<file path="src/hw/pen_touch_defs.svh">
// constant definitions for the pen touch request logic
`ifndef PEN_TOUCH_DEFS_SVH
`define PEN_TOUCH_DEFS_SVH

// ==========================================
// register byte offsets
`define PT_OFF_CTRL    8'h00
`define PT_OFF_STATUS  8'h04
`define PT_OFF_MASK    8'h08
`define PT_OFF_STATE   8'h0C

// ==========================================
// field positions
`define PT_CTRL_ENABLE_BIT   0
`define PT_EV_REQUEST_BIT    0
`define PT_EV_START_BIT      1
`define PT_EV_COMMIT_BIT     2
`define PT_EV_CONV_BIT       3
`define PT_EV_WIDTH          4

// ==========================================
// reset values and the all-on power-down code
`define PT_CTRL_RESET  32'h0000_0001
`define PT_MASK_RESET  4'h0
`define PT_PD_RESET    2'h0
`define PT_PD_ALL_ON   2'h3

// ==========================================
// serial clock counts
`define PT_RELEASE_FALLS  4'h4
`define PT_COMMIT_FALLS   4'h8
`define PT_WORD_RISES     4'h8

`endif

</file>
<file path="src/hw/pen_touch_pkg.sv">
// types shared by the pen touch request logic
package pen_touch_pkg;

  // ==========================================
  // control word reception phases
  typedef enum logic [1:0] {
    phase_idle,
    phase_shift,
    phase_acq
  } word_phase_t;

endpackage

</file>
<file path="src/hw/pin_sync.sv">
// two flip-flop synchroniser for the pin inputs
`timescale 1ns/1ps

module pin_sync (
  input  wire logic       pclk,
  input  wire logic       presetn,
  input  wire logic [3:0] pin_in,
  output logic      [3:0] pin_sync_out
);

  logic [3:0] stage1_reg;
  logic [3:0] stage2_reg;

  // ==========================================
  // stage one feeds stage two only
  always_ff @(posedge pclk or negedge presetn) begin
    if (!presetn) begin
      stage1_reg <= 4'h0;
      stage2_reg <= 4'h0;
    end else begin
      stage1_reg <= pin_in;
      stage2_reg <= stage1_reg;
    end
  end

  assign pin_sync_out = stage2_reg;

endmodule // pin_sync

</file>
<file path="src/hw/pen_touch_request.sv">
// pen touch request logic with control word tracking and apb registers
//
// Design decisions made here: the APB register port and the register addresses.
`timescale 1ns/1ps
`include "pen_touch_defs.svh"

// Behaviour
// - request pin released high whenever no enabled touch is signalled and no start-bit hold is active
// - armed function plus touch pulls request pin low
// - function stays armed while powered down between conversions
// - function is armed after reset, before any control word
// - start bit disarms the touch function
// - low request held until fourth falling serial clock after start
// - that release never re-arms; only loaded power-down bits do
// - newly armed function responds only after conversion completes
// - overlapped start bit disarms again before conversion end
// - first conversion after power-up is valid, none discarded
// - control word accepted only after start, bits on first eight rises
// - power bits updated only after acquisition, at conversion start
// - power-down bits both one keep the function disarmed
module pen_touch_request (
  input  wire logic        pclk,
  input  wire logic        presetn,
  input  wire logic        psel,
  input  wire logic        penable,
  input  wire logic        pwrite,
  input  wire logic [7:0]  paddr,
  input  wire logic [31:0] pwdata,
  output logic      [31:0] prdata,
  output logic             pready,
  output logic             pslverr,
  output logic             irq,
  input  wire logic        touch_sensed,
  input  wire logic        serial_shift_clock,
  input  wire logic        serial_data_in,
  input  wire logic        chip_select_n,
  input  wire logic        conversion_complete,
  output logic             pen_touch_request_n,
  output logic             pen_touch_request_oe,
  output logic [1:0]       power_down_select_bits,
  output logic             result_valid
);

  // ==========================================
  // pin synchronisation
  logic [3:0] pins_s;
  logic       touch_s;
  logic       sclk_s;
  logic       din_s;
  logic       cs_n_s;
  logic       sclk_d_reg;
  logic       sclk_rise;
  logic       sclk_fall;

  pin_sync u_pin_sync (
    .pclk         (pclk),
    .presetn      (presetn),
    .pin_in       ({chip_select_n, serial_data_in, serial_shift_clock, touch_sensed}),
    .pin_sync_out (pins_s)
  );

  assign touch_s   = pins_s[0];
  assign sclk_s    = pins_s[1];
  assign din_s     = pins_s[2];
  assign cs_n_s    = pins_s[3];
  assign sclk_rise = sclk_s & ~sclk_d_reg;
  assign sclk_fall = ~sclk_s & sclk_d_reg;

  // ==========================================
  // helpers
  function automatic logic pd_arms(input logic [1:0] pd);
    pd_arms = (pd != `PT_PD_ALL_ON);
  endfunction

  function automatic logic is_mapped(input logic [7:0] addr);
    is_mapped = (addr == `PT_OFF_CTRL) || (addr == `PT_OFF_STATUS) ||
                (addr == `PT_OFF_MASK) || (addr == `PT_OFF_STATE);
  endfunction

  // ==========================================
  // control word tracking and arming
  pen_touch_pkg::word_phase_t phase_reg, phase_next;
  logic [3:0] rise_cnt_reg, rise_cnt_next;
  logic [3:0] fall_cnt_reg, fall_cnt_next;
  logic [7:0] word_reg, word_next;
  logic [1:0] pd_reg, pd_next;
  logic       armed_reg, armed_next;
  logic       pend_reg, pend_next;
  logic       hold_reg, hold_next;
  logic       drive_reg, drive_next;
  logic       pin_n_reg, pin_n_next;
  logic       valid_reg, valid_next;
  logic       start_det;
  logic       commit;
  logic       sw_enable;

  always_comb begin
    phase_next    = phase_reg;
    rise_cnt_next = rise_cnt_reg;
    fall_cnt_next = fall_cnt_reg;
    word_next     = word_reg;
    pd_next       = pd_reg;
    armed_next    = armed_reg;
    pend_next     = pend_reg;
    hold_next     = hold_reg;
    start_det     = 1'b0;
    commit        = 1'b0;
    if (cs_n_s) begin
      // deselect aborts the word; a stopped clock must not strand the pin low
      phase_next = pen_touch_pkg::phase_idle;
      hold_next  = 1'b0;
    end else begin
      case (phase_reg)
        pen_touch_pkg::phase_idle: begin
          if (sclk_rise && din_s) begin
            start_det     = 1'b1;
            phase_next    = pen_touch_pkg::phase_shift;
            rise_cnt_next = 4'h1;
            fall_cnt_next = 4'h0;
            word_next     = 8'h01;
          end
        end
        pen_touch_pkg::phase_shift: begin
          if (sclk_rise) begin
            word_next     = {word_reg[6:0], din_s};
            rise_cnt_next = rise_cnt_reg + 4'h1;
            if (rise_cnt_reg == `PT_WORD_RISES - 4'h1) begin
              phase_next = pen_touch_pkg::phase_acq;
            end
          end
          if (sclk_fall) begin
            fall_cnt_next = fall_cnt_reg + 4'h1;
          end
        end
        pen_touch_pkg::phase_acq: begin
          if (sclk_fall) begin
            fall_cnt_next = fall_cnt_reg + 4'h1;
            if (fall_cnt_reg == `PT_COMMIT_FALLS - 4'h1) begin
              commit     = 1'b1;
              phase_next = pen_touch_pkg::phase_idle;
              pd_next    = word_reg[1:0];
              pend_next  = pd_arms(word_reg[1:0]);
            end
          end
        end
        default: phase_next = pen_touch_pkg::phase_idle;
      endcase
      if (sclk_fall && phase_reg != pen_touch_pkg::phase_idle &&
          fall_cnt_reg == `PT_RELEASE_FALLS - 4'h1) begin
        hold_next = 1'b0;
      end
    end
    if (start_det) begin
      armed_next = 1'b0;
      pend_next  = 1'b0;
      hold_next  = drive_reg;
    end else if (conversion_complete && pend_reg) begin
      armed_next = 1'b1;
      pend_next  = 1'b0;
    end
    drive_next = (armed_next & touch_s & sw_enable) | hold_next;
    pin_n_next = ~drive_next;
    valid_next = conversion_complete;
  end

  always_ff @(posedge pclk or negedge presetn) begin
    if (!presetn) begin
      phase_reg    <= pen_touch_pkg::phase_idle;
      rise_cnt_reg <= 4'h0;
      fall_cnt_reg <= 4'h0;
      word_reg     <= 8'h00;
      pd_reg       <= `PT_PD_RESET;
      armed_reg    <= 1'b1;
      pend_reg     <= 1'b0;
      hold_reg     <= 1'b0;
      drive_reg    <= 1'b0;
      pin_n_reg    <= 1'b1;
      valid_reg    <= 1'b0;
      sclk_d_reg   <= 1'b0;
    end else begin
      phase_reg    <= phase_next;
      rise_cnt_reg <= rise_cnt_next;
      fall_cnt_reg <= fall_cnt_next;
      word_reg     <= word_next;
      pd_reg       <= pd_next;
      armed_reg    <= armed_next;
      pend_reg     <= pend_next;
      hold_reg     <= hold_next;
      drive_reg    <= drive_next;
      pin_n_reg    <= pin_n_next;
      valid_reg    <= valid_next;
      sclk_d_reg   <= sclk_s;
    end
  end

  assign pen_touch_request_oe   = drive_reg;
  assign pen_touch_request_n    = pin_n_reg;
  assign power_down_select_bits = pd_reg;
  assign result_valid           = valid_reg;

  // ==========================================
  // apb registers and interrupt
  logic [31:0]                 ctrl_reg, ctrl_next;
  logic [`PT_EV_WIDTH-1:0]     status_reg, status_next;
  logic [`PT_EV_WIDTH-1:0]     mask_reg, mask_next;
  logic [`PT_EV_WIDTH-1:0]     events;
  logic [31:0]                 prdata_reg, prdata_next;
  logic                        pready_reg, pready_next;
  logic                        pslverr_reg, pslverr_next;
  logic                        irq_reg, irq_next;
  logic                        access_end;
  logic                        mapped;

  assign sw_enable  = ctrl_reg[`PT_CTRL_ENABLE_BIT];
  assign access_end = psel & penable & pready_reg;
  assign mapped     = is_mapped(paddr);

  always_comb begin
    events                      = '0;
    events[`PT_EV_REQUEST_BIT]  = drive_next & ~drive_reg;
    events[`PT_EV_START_BIT]    = start_det;
    events[`PT_EV_COMMIT_BIT]   = commit;
    events[`PT_EV_CONV_BIT]     = conversion_complete;
    ctrl_next    = ctrl_reg;
    mask_next    = mask_reg;
    status_next  = status_reg;
    prdata_next  = prdata_reg;
    pready_next  = psel & penable & ~pready_reg; // one wait state
    pslverr_next = psel & penable & ~pready_reg & ~mapped;
    if (psel && penable && !pready_reg && !pwrite) begin
      case (paddr)
        `PT_OFF_CTRL:   prdata_next = ctrl_reg;
        `PT_OFF_STATUS: prdata_next = {28'h0000000, status_reg};
        `PT_OFF_MASK:   prdata_next = {28'h0000000, mask_reg};
        `PT_OFF_STATE:  prdata_next = {24'h000000, pd_reg, drive_reg, hold_reg, pend_reg, armed_reg,
                                       phase_reg};
        default:        prdata_next = 32'h0000_0000;
      endcase
    end
    if (access_end && pwrite && mapped) begin
      if (paddr == `PT_OFF_CTRL) ctrl_next = {31'h00000000, pwdata[`PT_CTRL_ENABLE_BIT]};
      if (paddr == `PT_OFF_MASK) mask_next = pwdata[`PT_EV_WIDTH-1:0];
    end
    if (access_end && !pwrite && paddr == `PT_OFF_STATUS) begin
      status_next = '0;
    end
    // a new event outranks the read clear
    status_next = status_next | events;
    irq_next    = |(status_next & mask_next);
  end

  always_ff @(posedge pclk or negedge presetn) begin
    if (!presetn) begin
      ctrl_reg    <= `PT_CTRL_RESET;
      status_reg  <= '0;
      mask_reg    <= `PT_MASK_RESET;
      prdata_reg  <= 32'h0000_0000;
      pready_reg  <= 1'b0;
      pslverr_reg <= 1'b0;
      irq_reg     <= 1'b0;
    end else begin
      ctrl_reg    <= ctrl_next;
      status_reg  <= status_next;
      mask_reg    <= mask_next;
      prdata_reg  <= prdata_next;
      pready_reg  <= pready_next;
      pslverr_reg <= pslverr_next;
      irq_reg     <= irq_next;
    end
  end

  assign prdata  = prdata_reg;
  assign pready  = pready_reg;
  assign pslverr = pslverr_reg;
  assign irq     = irq_reg;

  logic word_seen_reg;
  always_ff @(posedge pclk or negedge presetn) begin
    if (!presetn) word_seen_reg <= 1'b0;
    else if (start_det) word_seen_reg <= 1'b1;
  end
endmodule // pen_touch_request

</file>
<file path="config.mk">
export PLATFORM = sky130hd
export DESIGN_NAME = pen_touch_request
export DESIGN_NICKNAME = d
export VERILOG_FILES = /design/src/hw/pen_touch_pkg.sv /design/src/hw/pin_sync.sv /design/src/hw/pen_touch_request.sv
export VERILOG_INCLUDE_DIRS = /design/src /design/src/hw
export SDC_FILE = /design/constraint.sdc
export NUM_CORES = 1
export LEC_CHECK = 0
export ABC_AREA = 1
export BUFFER_PORTS_ARGS = -buffer_cell sky130_fd_sc_hd__buf_2
export CORE_AREA = 2 2 79 88
export DETAILED_ROUTE_END_ITERATION = 8
export DIE_AREA = 0 0 81 90
export PLACE_DENSITY = 0.65
export SYNTH_ARGS = -nofsm -noshare
export SYNTH_HDL_FRONTEND = slang
export SYNTH_SLANG_ARGS = --single-unit
</file>
<file path="constraint.sdc">
create_clock -name pclk -period 2.7 [get_ports pclk]
set_clock_uncertainty 0.1 [all_clocks]
set_input_delay 0.135 -clock pclk [delete_from_list [all_inputs] [get_ports pclk]]
set_output_delay 0.135 -clock pclk [all_outputs]
set_load 0.005 [all_outputs]
</file>
# Yosys cells after proc, flatten, opt, wreduce, memory -nomap -nowiden
# Index checks and enable logic that the tools add are counted.
# Widths: inputs -> output; s select.
totals:
  output_inout_bits: 40
  in_bits: 50
  word_cells: 130
  regBits: 73
op_classes:
  eq_ne: 18
  bitwise: 19
  n_mux: 38
  n_addsub: 2
  n_reduce_logical: 32
ops:
  columns: ["op", "n"]
  rows:
  - ["$pmux 8 s4", 1]
  - ["$mux 4", 7]
  - ["$mux 1", 18]
  - ["$eq 8x4->1 const B", 2]
  - ["$mux 2", 8]
  - ["$pmux 4 s2", 2]
  - ["$reduce_and 4->1", 4]
  - ["$ne 3x2->1 const B", 5]
  - ["$logic_and 1x1->1", 11]
  - ["$and 1x1->1", 9]
  - ["$reduce_bool 3->1", 3]
  - ["$add 4x1->4 const B", 2]
  - ["$eq 4x3->1 const B", 2]
  - ["$eq 8x3->1 const B", 1]
  - ["$logic_not 8->1", 1]
  - ["$not 1->1", 7]
  - ["$ne 2x2->1 const B", 3]
  - ["$pmux 2 s3", 1]
  - ["$reduce_bool 2->1", 3]
  - ["$reduce_and 5->1", 1]
  - ["$and 4x4->4", 1]
  - ["$eq 4x2->1 const B", 1]
  - ["$or 4x4->4", 1]
  - ["$pmux 2 s2", 1]
  - ["other kinds (11)", 14]

# Logic depth before layout (Yosys ltp)
logic_depth:
  depth_word: 14
  mapped_depth: 12
  ltp_nobuf: 12

# By module
# Synthesis repeated with hierarchy kept, for this count alone.
hier_totals:
  hier_cells: 278
  hier_area_um2: 2476.1
modules_own_cells:
  columns: ["module", "seq_area_each_um2", "instances", "cells_per_inst", "area_each_um2"]
  rows:
  - ["pen_touch_request", 1029.7, 1, 270, 2275.9]
  - ["pin_sync", 200.2, 1, 8, 200.2]

# Least setup slack after synthesis
# OpenSTA, ideal clock, no wires.
synth_timing:
  kind: "reg2reg"
  start: "register phase_reg[0]"
  end: "register fall_cnt_reg[3]"
  required_ps: 2475
  period_less_slack_ps: 1619
  path_slack_ps: 1081
  stages_incl_launch_ff: 9
  n_path_buf: 0
  arrival_time_ps: 1394
  setup_time_ps: 125
  cell_sequence: "dfrtp_1 inv_1 ha_1 nand2_1 o21ai_1 nor2_2 inv_2 nor3_1 nor3_2"
synth_via:
  elab_chain_len: 4
  elab_cells_between_ends: 9
  classes_between: "eq/ne: 4; mux: 1; reduce/logical: 4"
synth_lines:
  columns: ["item", "line_no", "rtl"]
  rows:
  - ["start, declared", "pen_touch_request.sv:82", "pen_touch_pkg::word_phase_t phase_reg, phase_next;"]
  - ["start signal, assigned", "pen_touch_request.sv:168", "phase_reg <= pen_touch_pkg::phase_idle;"]
  - ["start signal, assigned", "pen_touch_request.sv:181", "phase_reg <= phase_next;"]
  - ["$eq 2x2->1 or $eq 2x1->1 (tied branches)", "pen_touch_request.sv:113", "case (phase_reg)"]
  - ["$reduce_or 2->1 (no source line)", null, null]
  - ["$ne 2x1->1 (no source line) or $reduce_bool 2->1 (tied branches)", null, null]
  - ["$reduce_and 4->1 (no source line)", null, null]
  - ["end signal, assigned", "pen_touch_request.sv:183", "fall_cnt_reg <= fall_cnt_next;"]
  - ["end, declared", "pen_touch_request.sv:84", "logic [3:0] fall_cnt_reg, fall_cnt_next;"]
# Parallel ways exist; a longest one is shown, timed or not.
# A chain may end at the register's enable or synchronous reset.

# Final worst setup path
layout_timing:
  start: "input penable"
  end: "register prdata_reg[5], in the netlist prdata[5]"
layout_via:
  elab_chain_len: 3
layout_lines:
  columns: ["item", "line_no", "rtl"]
  rows:
  - ["start, declared", "pen_touch_request.sv:25", "input wire logic penable,"]
  - ["$logic_and 1x1->1 (3 in a row)", "pen_touch_request.sv:230", "if (psel && penable && !pready_reg && !pwrite) begin"]
  - ["end signal, assigned", "pen_touch_request.sv:265", "prdata_reg <= prdata_next;"]
  - ["end, declared", "pen_touch_request.sv:207", "logic [31:0] prdata_reg, prdata_next;"]
# No other way between the ends.

==> results.yml <==
sta:
  fin_crit_ns: 1.956
  fmax_mhz: 511.3
  fin_crit_sh_pct: 72.43
  hold_viol: 0
  slew_violations: 0
  relSlewSlack_pct: 28.89
  rsz0062_at_grt: "false"
  tightestPinTransition_ns: 1.067
  setup_viol: 0
  setup_slack_ns: 0.7444
  fin_setup_tns_ns: 0
clocking:
  postCtsResizedCells: 0
  cts_buffer_depth: 2
  worstSkewPairLatency_ns: 0.31
  clock_sinks: 49
  post-cts-setup-buffers: 0
  cts_tree: "done"
  path_clk_slew_ns: 0.10
  cts-root-buf: "clkbuf_8"
  cts_made_buffers: 5
  cts_hold_buf: 9
  ctsHtreeMaxLevel: 2
finish:
  diodes: 0
  drive_above_1_share_pct: 23.96
  areaGrowthSynthToFinish_pct: 17.03
  final_common_cell: "nand2_1"
  final_nets: 393
  layout_common_cells: "nand2_1, dfrtp_1, buf_2, inv_1, conb_1"
  largest_reg_flops: 8
grt:
  grt_max_degree: 50
  grt_use_total_pct: 13.72
  antenna_found_initial: 0
  gr-total-overflow: 0
  grt_pass1_wl_microns: 7845
  grt_pass1_vias: 1891
pwr:
  power.leakage_nw: 1.540
  ir_drop_v: 0.0003538
  total_power_mw: 2.026
  p_per_area_nw_per_um2: 699.0
logic_synthesis:
  ys_top_cells_by_area: "dfrtp_1, nand2_1, buf_4"
  syn_area_per_cell_sq_um: 8.688
  yosysTopAreaCell: "dfrtp_1"
  postSynthCellCount: 285
  yosysWarnings: 0
  synth_top_family_by_area: "simple AND/OR/NAND/NOR gates"
  synth_top_area_share_pct: 46.49
  syn_area_sq_um: 2476
  synthMuxAreaShare_pct: 0.4042
  ys_seq_elements: 49
  synth_xor_area_share_pct: 0.3537
  ys_types: 31
  yosys.area_share.simple_pct: 26.83
  yosysSeqAreaShare_pct: 49.67
  synth_compound_area_share_pct: 6.670
  synth_adder_area_share_pct: 3.032
routing:
  final_antenna_net_count: 0
  dr_total_vias: 1878
  route.detailed.drc: 0
  dr.pass1.iters: 4
  drt-initial-drc-count: 96
  avgRoutedWirePerCell_microns: 11.09
  via_per_inst: 4.471
  wl_microns: 4657
run_status:
  status: "finished clean"
placement:
  port_buffers: 37
  gp_congestion: 0.7599
  hpwl_microns: 3533
  dp_slack_ns: 0.9110
hold_path:
  hold_class: "in -> reg"
  hp-start: "pwdata[3]"
  min_to: "mask_reg[3]$_DFF_PN0_"
  holdPathStages: 3
floorplanning:
  die_h_microns: 90
  start_util_pct: 38.46
  die_area_sq_um: 7290
  coreArea_sq_um: 6439
  fp.dieW_microns: 81
  ios: 90
  placementRows: 31
worst_setup_path:
  endpoint_kind: "register"
  worstReg2RegStart: "phase_reg[0]$_DFFE_PN0P_"
  crit_type: "in -> reg"
  rrSetupSlack_ns: 0.88
  cp_max_fo: 9
  start_kind: "primary input"
  arrival_ns: 2.10
  worst_path_max_delay_cell: "dlygate4sd3_1"
  slowest_delay_ns: 0.55
  crit_chain: "dlygate4sd3_1, buf_2, nand2_1, dlygate4sd3_1, nor2_1, nand2_2, inv_1, nand2_1, o21ai_1"
  cpLargestDelayFamily: "buffers and inverters"
  rr_endpoint: "fall_cnt_reg[2]$_DFFE_PN0P_"
  rr_worst_depth: 8
  crit_buf_inv: 4
  cp.required_ns: 2.85
run:
  drv_cap: 0
==> report_power, final <==
part           switching [mW]  internal, mW
registers              0.0655         0.836
clock network           0.258         0.373
logic                   0.314         0.178
total                   0.638          1.39
==> worst reg2reg max path: cells and delay by family (launching register included) <==
kind                     cells  cell delay, ns
AO/OA/AOI/OAI                1            0.07
AND/OR/NAND/NOR              4            0.57
buffers and inverters        2            0.18
flip-flops                   1            0.41
adder cells (fa/ha/maj)      1            0.37
==> worst max path at each step <==
stage / start / to / slack (ns) / depth (start not counted)
finish: penable / prdata[5]$_DFFE_PN0P_ / 0.74 / 9
global route: penable / prdata[5]$_DFFE_PN0P_ / 0.58 / 9
CTS: penable / prdata[5]$_DFFE_PN0P_ / 0.75 / 9
detailed placement: phase_reg[0]$_DFFE_PN0P_ / fall_cnt_reg[2]$_DFFE_PN0P_ / 0.91 / 8
global placement: phase_reg[0]$_DFFE_PN0P_ / irq$_DFF_PN0_ / 0.93 / 11
floorplan: phase_reg[0]$_DFFE_PN0P_ / fall_cnt_reg[3]$_DFFE_PN0P_ / 1.08 / 8
==> final cells by class <==
| class | instances | area (sq um) |
|---|---|---|
| clock buffer | 5 | 68.82 |
| sequential | 49 | 1230 |
| timing repair buffer | 46 | 275.3 |
| fill | 654 | 3541 |
| inverter | 37 | 138.9 |
| multi-input combinational | 198 | 1013 |
| clock inverter | 3 | 68.82 |
| tap | 82 | 102.6 |
==> routing by layer <==
metal	vias to the layer above	share of wire [%]	GRT usage (%)
li1	948	-	-
met4	0	1.9	5.226
met5	-	0	0
met1	876	42	15.06
met3	7	4.9	3.213
met2	47	51	24.86
==> synth_stat cells <==
cell type / n
nand2_2: 5
nor2_4: 2
mux2i_1: 1
a211oi_1: 1
o21ai_1: 5
conb_1: 1
dfrtp_1: 46
nor2_1: 17
o211ai_1: 2
buf_4: 24
nand4_1: 2
nand3_1: 13
xor2_1: 1
nand2_4: 1
nor3_2: 1
nor3_1: 4
nand3_2: 6
and3_1: 2
o31ai_1: 1
nor2_2: 8
o21ai_0: 8
dfstp_2: 3
o22ai_1: 1
inv_1: 28
nand2_1: 72
nand3b_1: 2
inv_2: 9
a22o_1: 1
nor2_8: 1
a21oi_1: 11
ha_1: 6
==> through the flow <==
stage | area (sq um) | utilization [%] | instances | hold WS, ns
after detailed placement | 2670 | 41.47 | 403 | 0.1443
after global routing | 2898 | 45.01 | 420 | 0.04373
after floorplan | 2562 | - | 308 | -0.2606
after CTS | 2898 | 45.01 | 420 | 0.01057
after global placement | 2670 | 41.47 | 403 | 0.1432
final | 2898 | 45.01 | 420 | 0.03634
==> cells by family after synthesis <==
| family | after synthesis |
|---|---|
| muxes | 1 |
| AOI/OAI and AO/OA | 30 |
| xor gates and xnor gates | 1 |
| adders and majority gates | 6 |
| and+or+nand+nor | 136 |
| other | 1 |
| buffers and inverters | 61 |
| DFF | 49 |
Note: power is estimated with default switching activity, not from simulation.
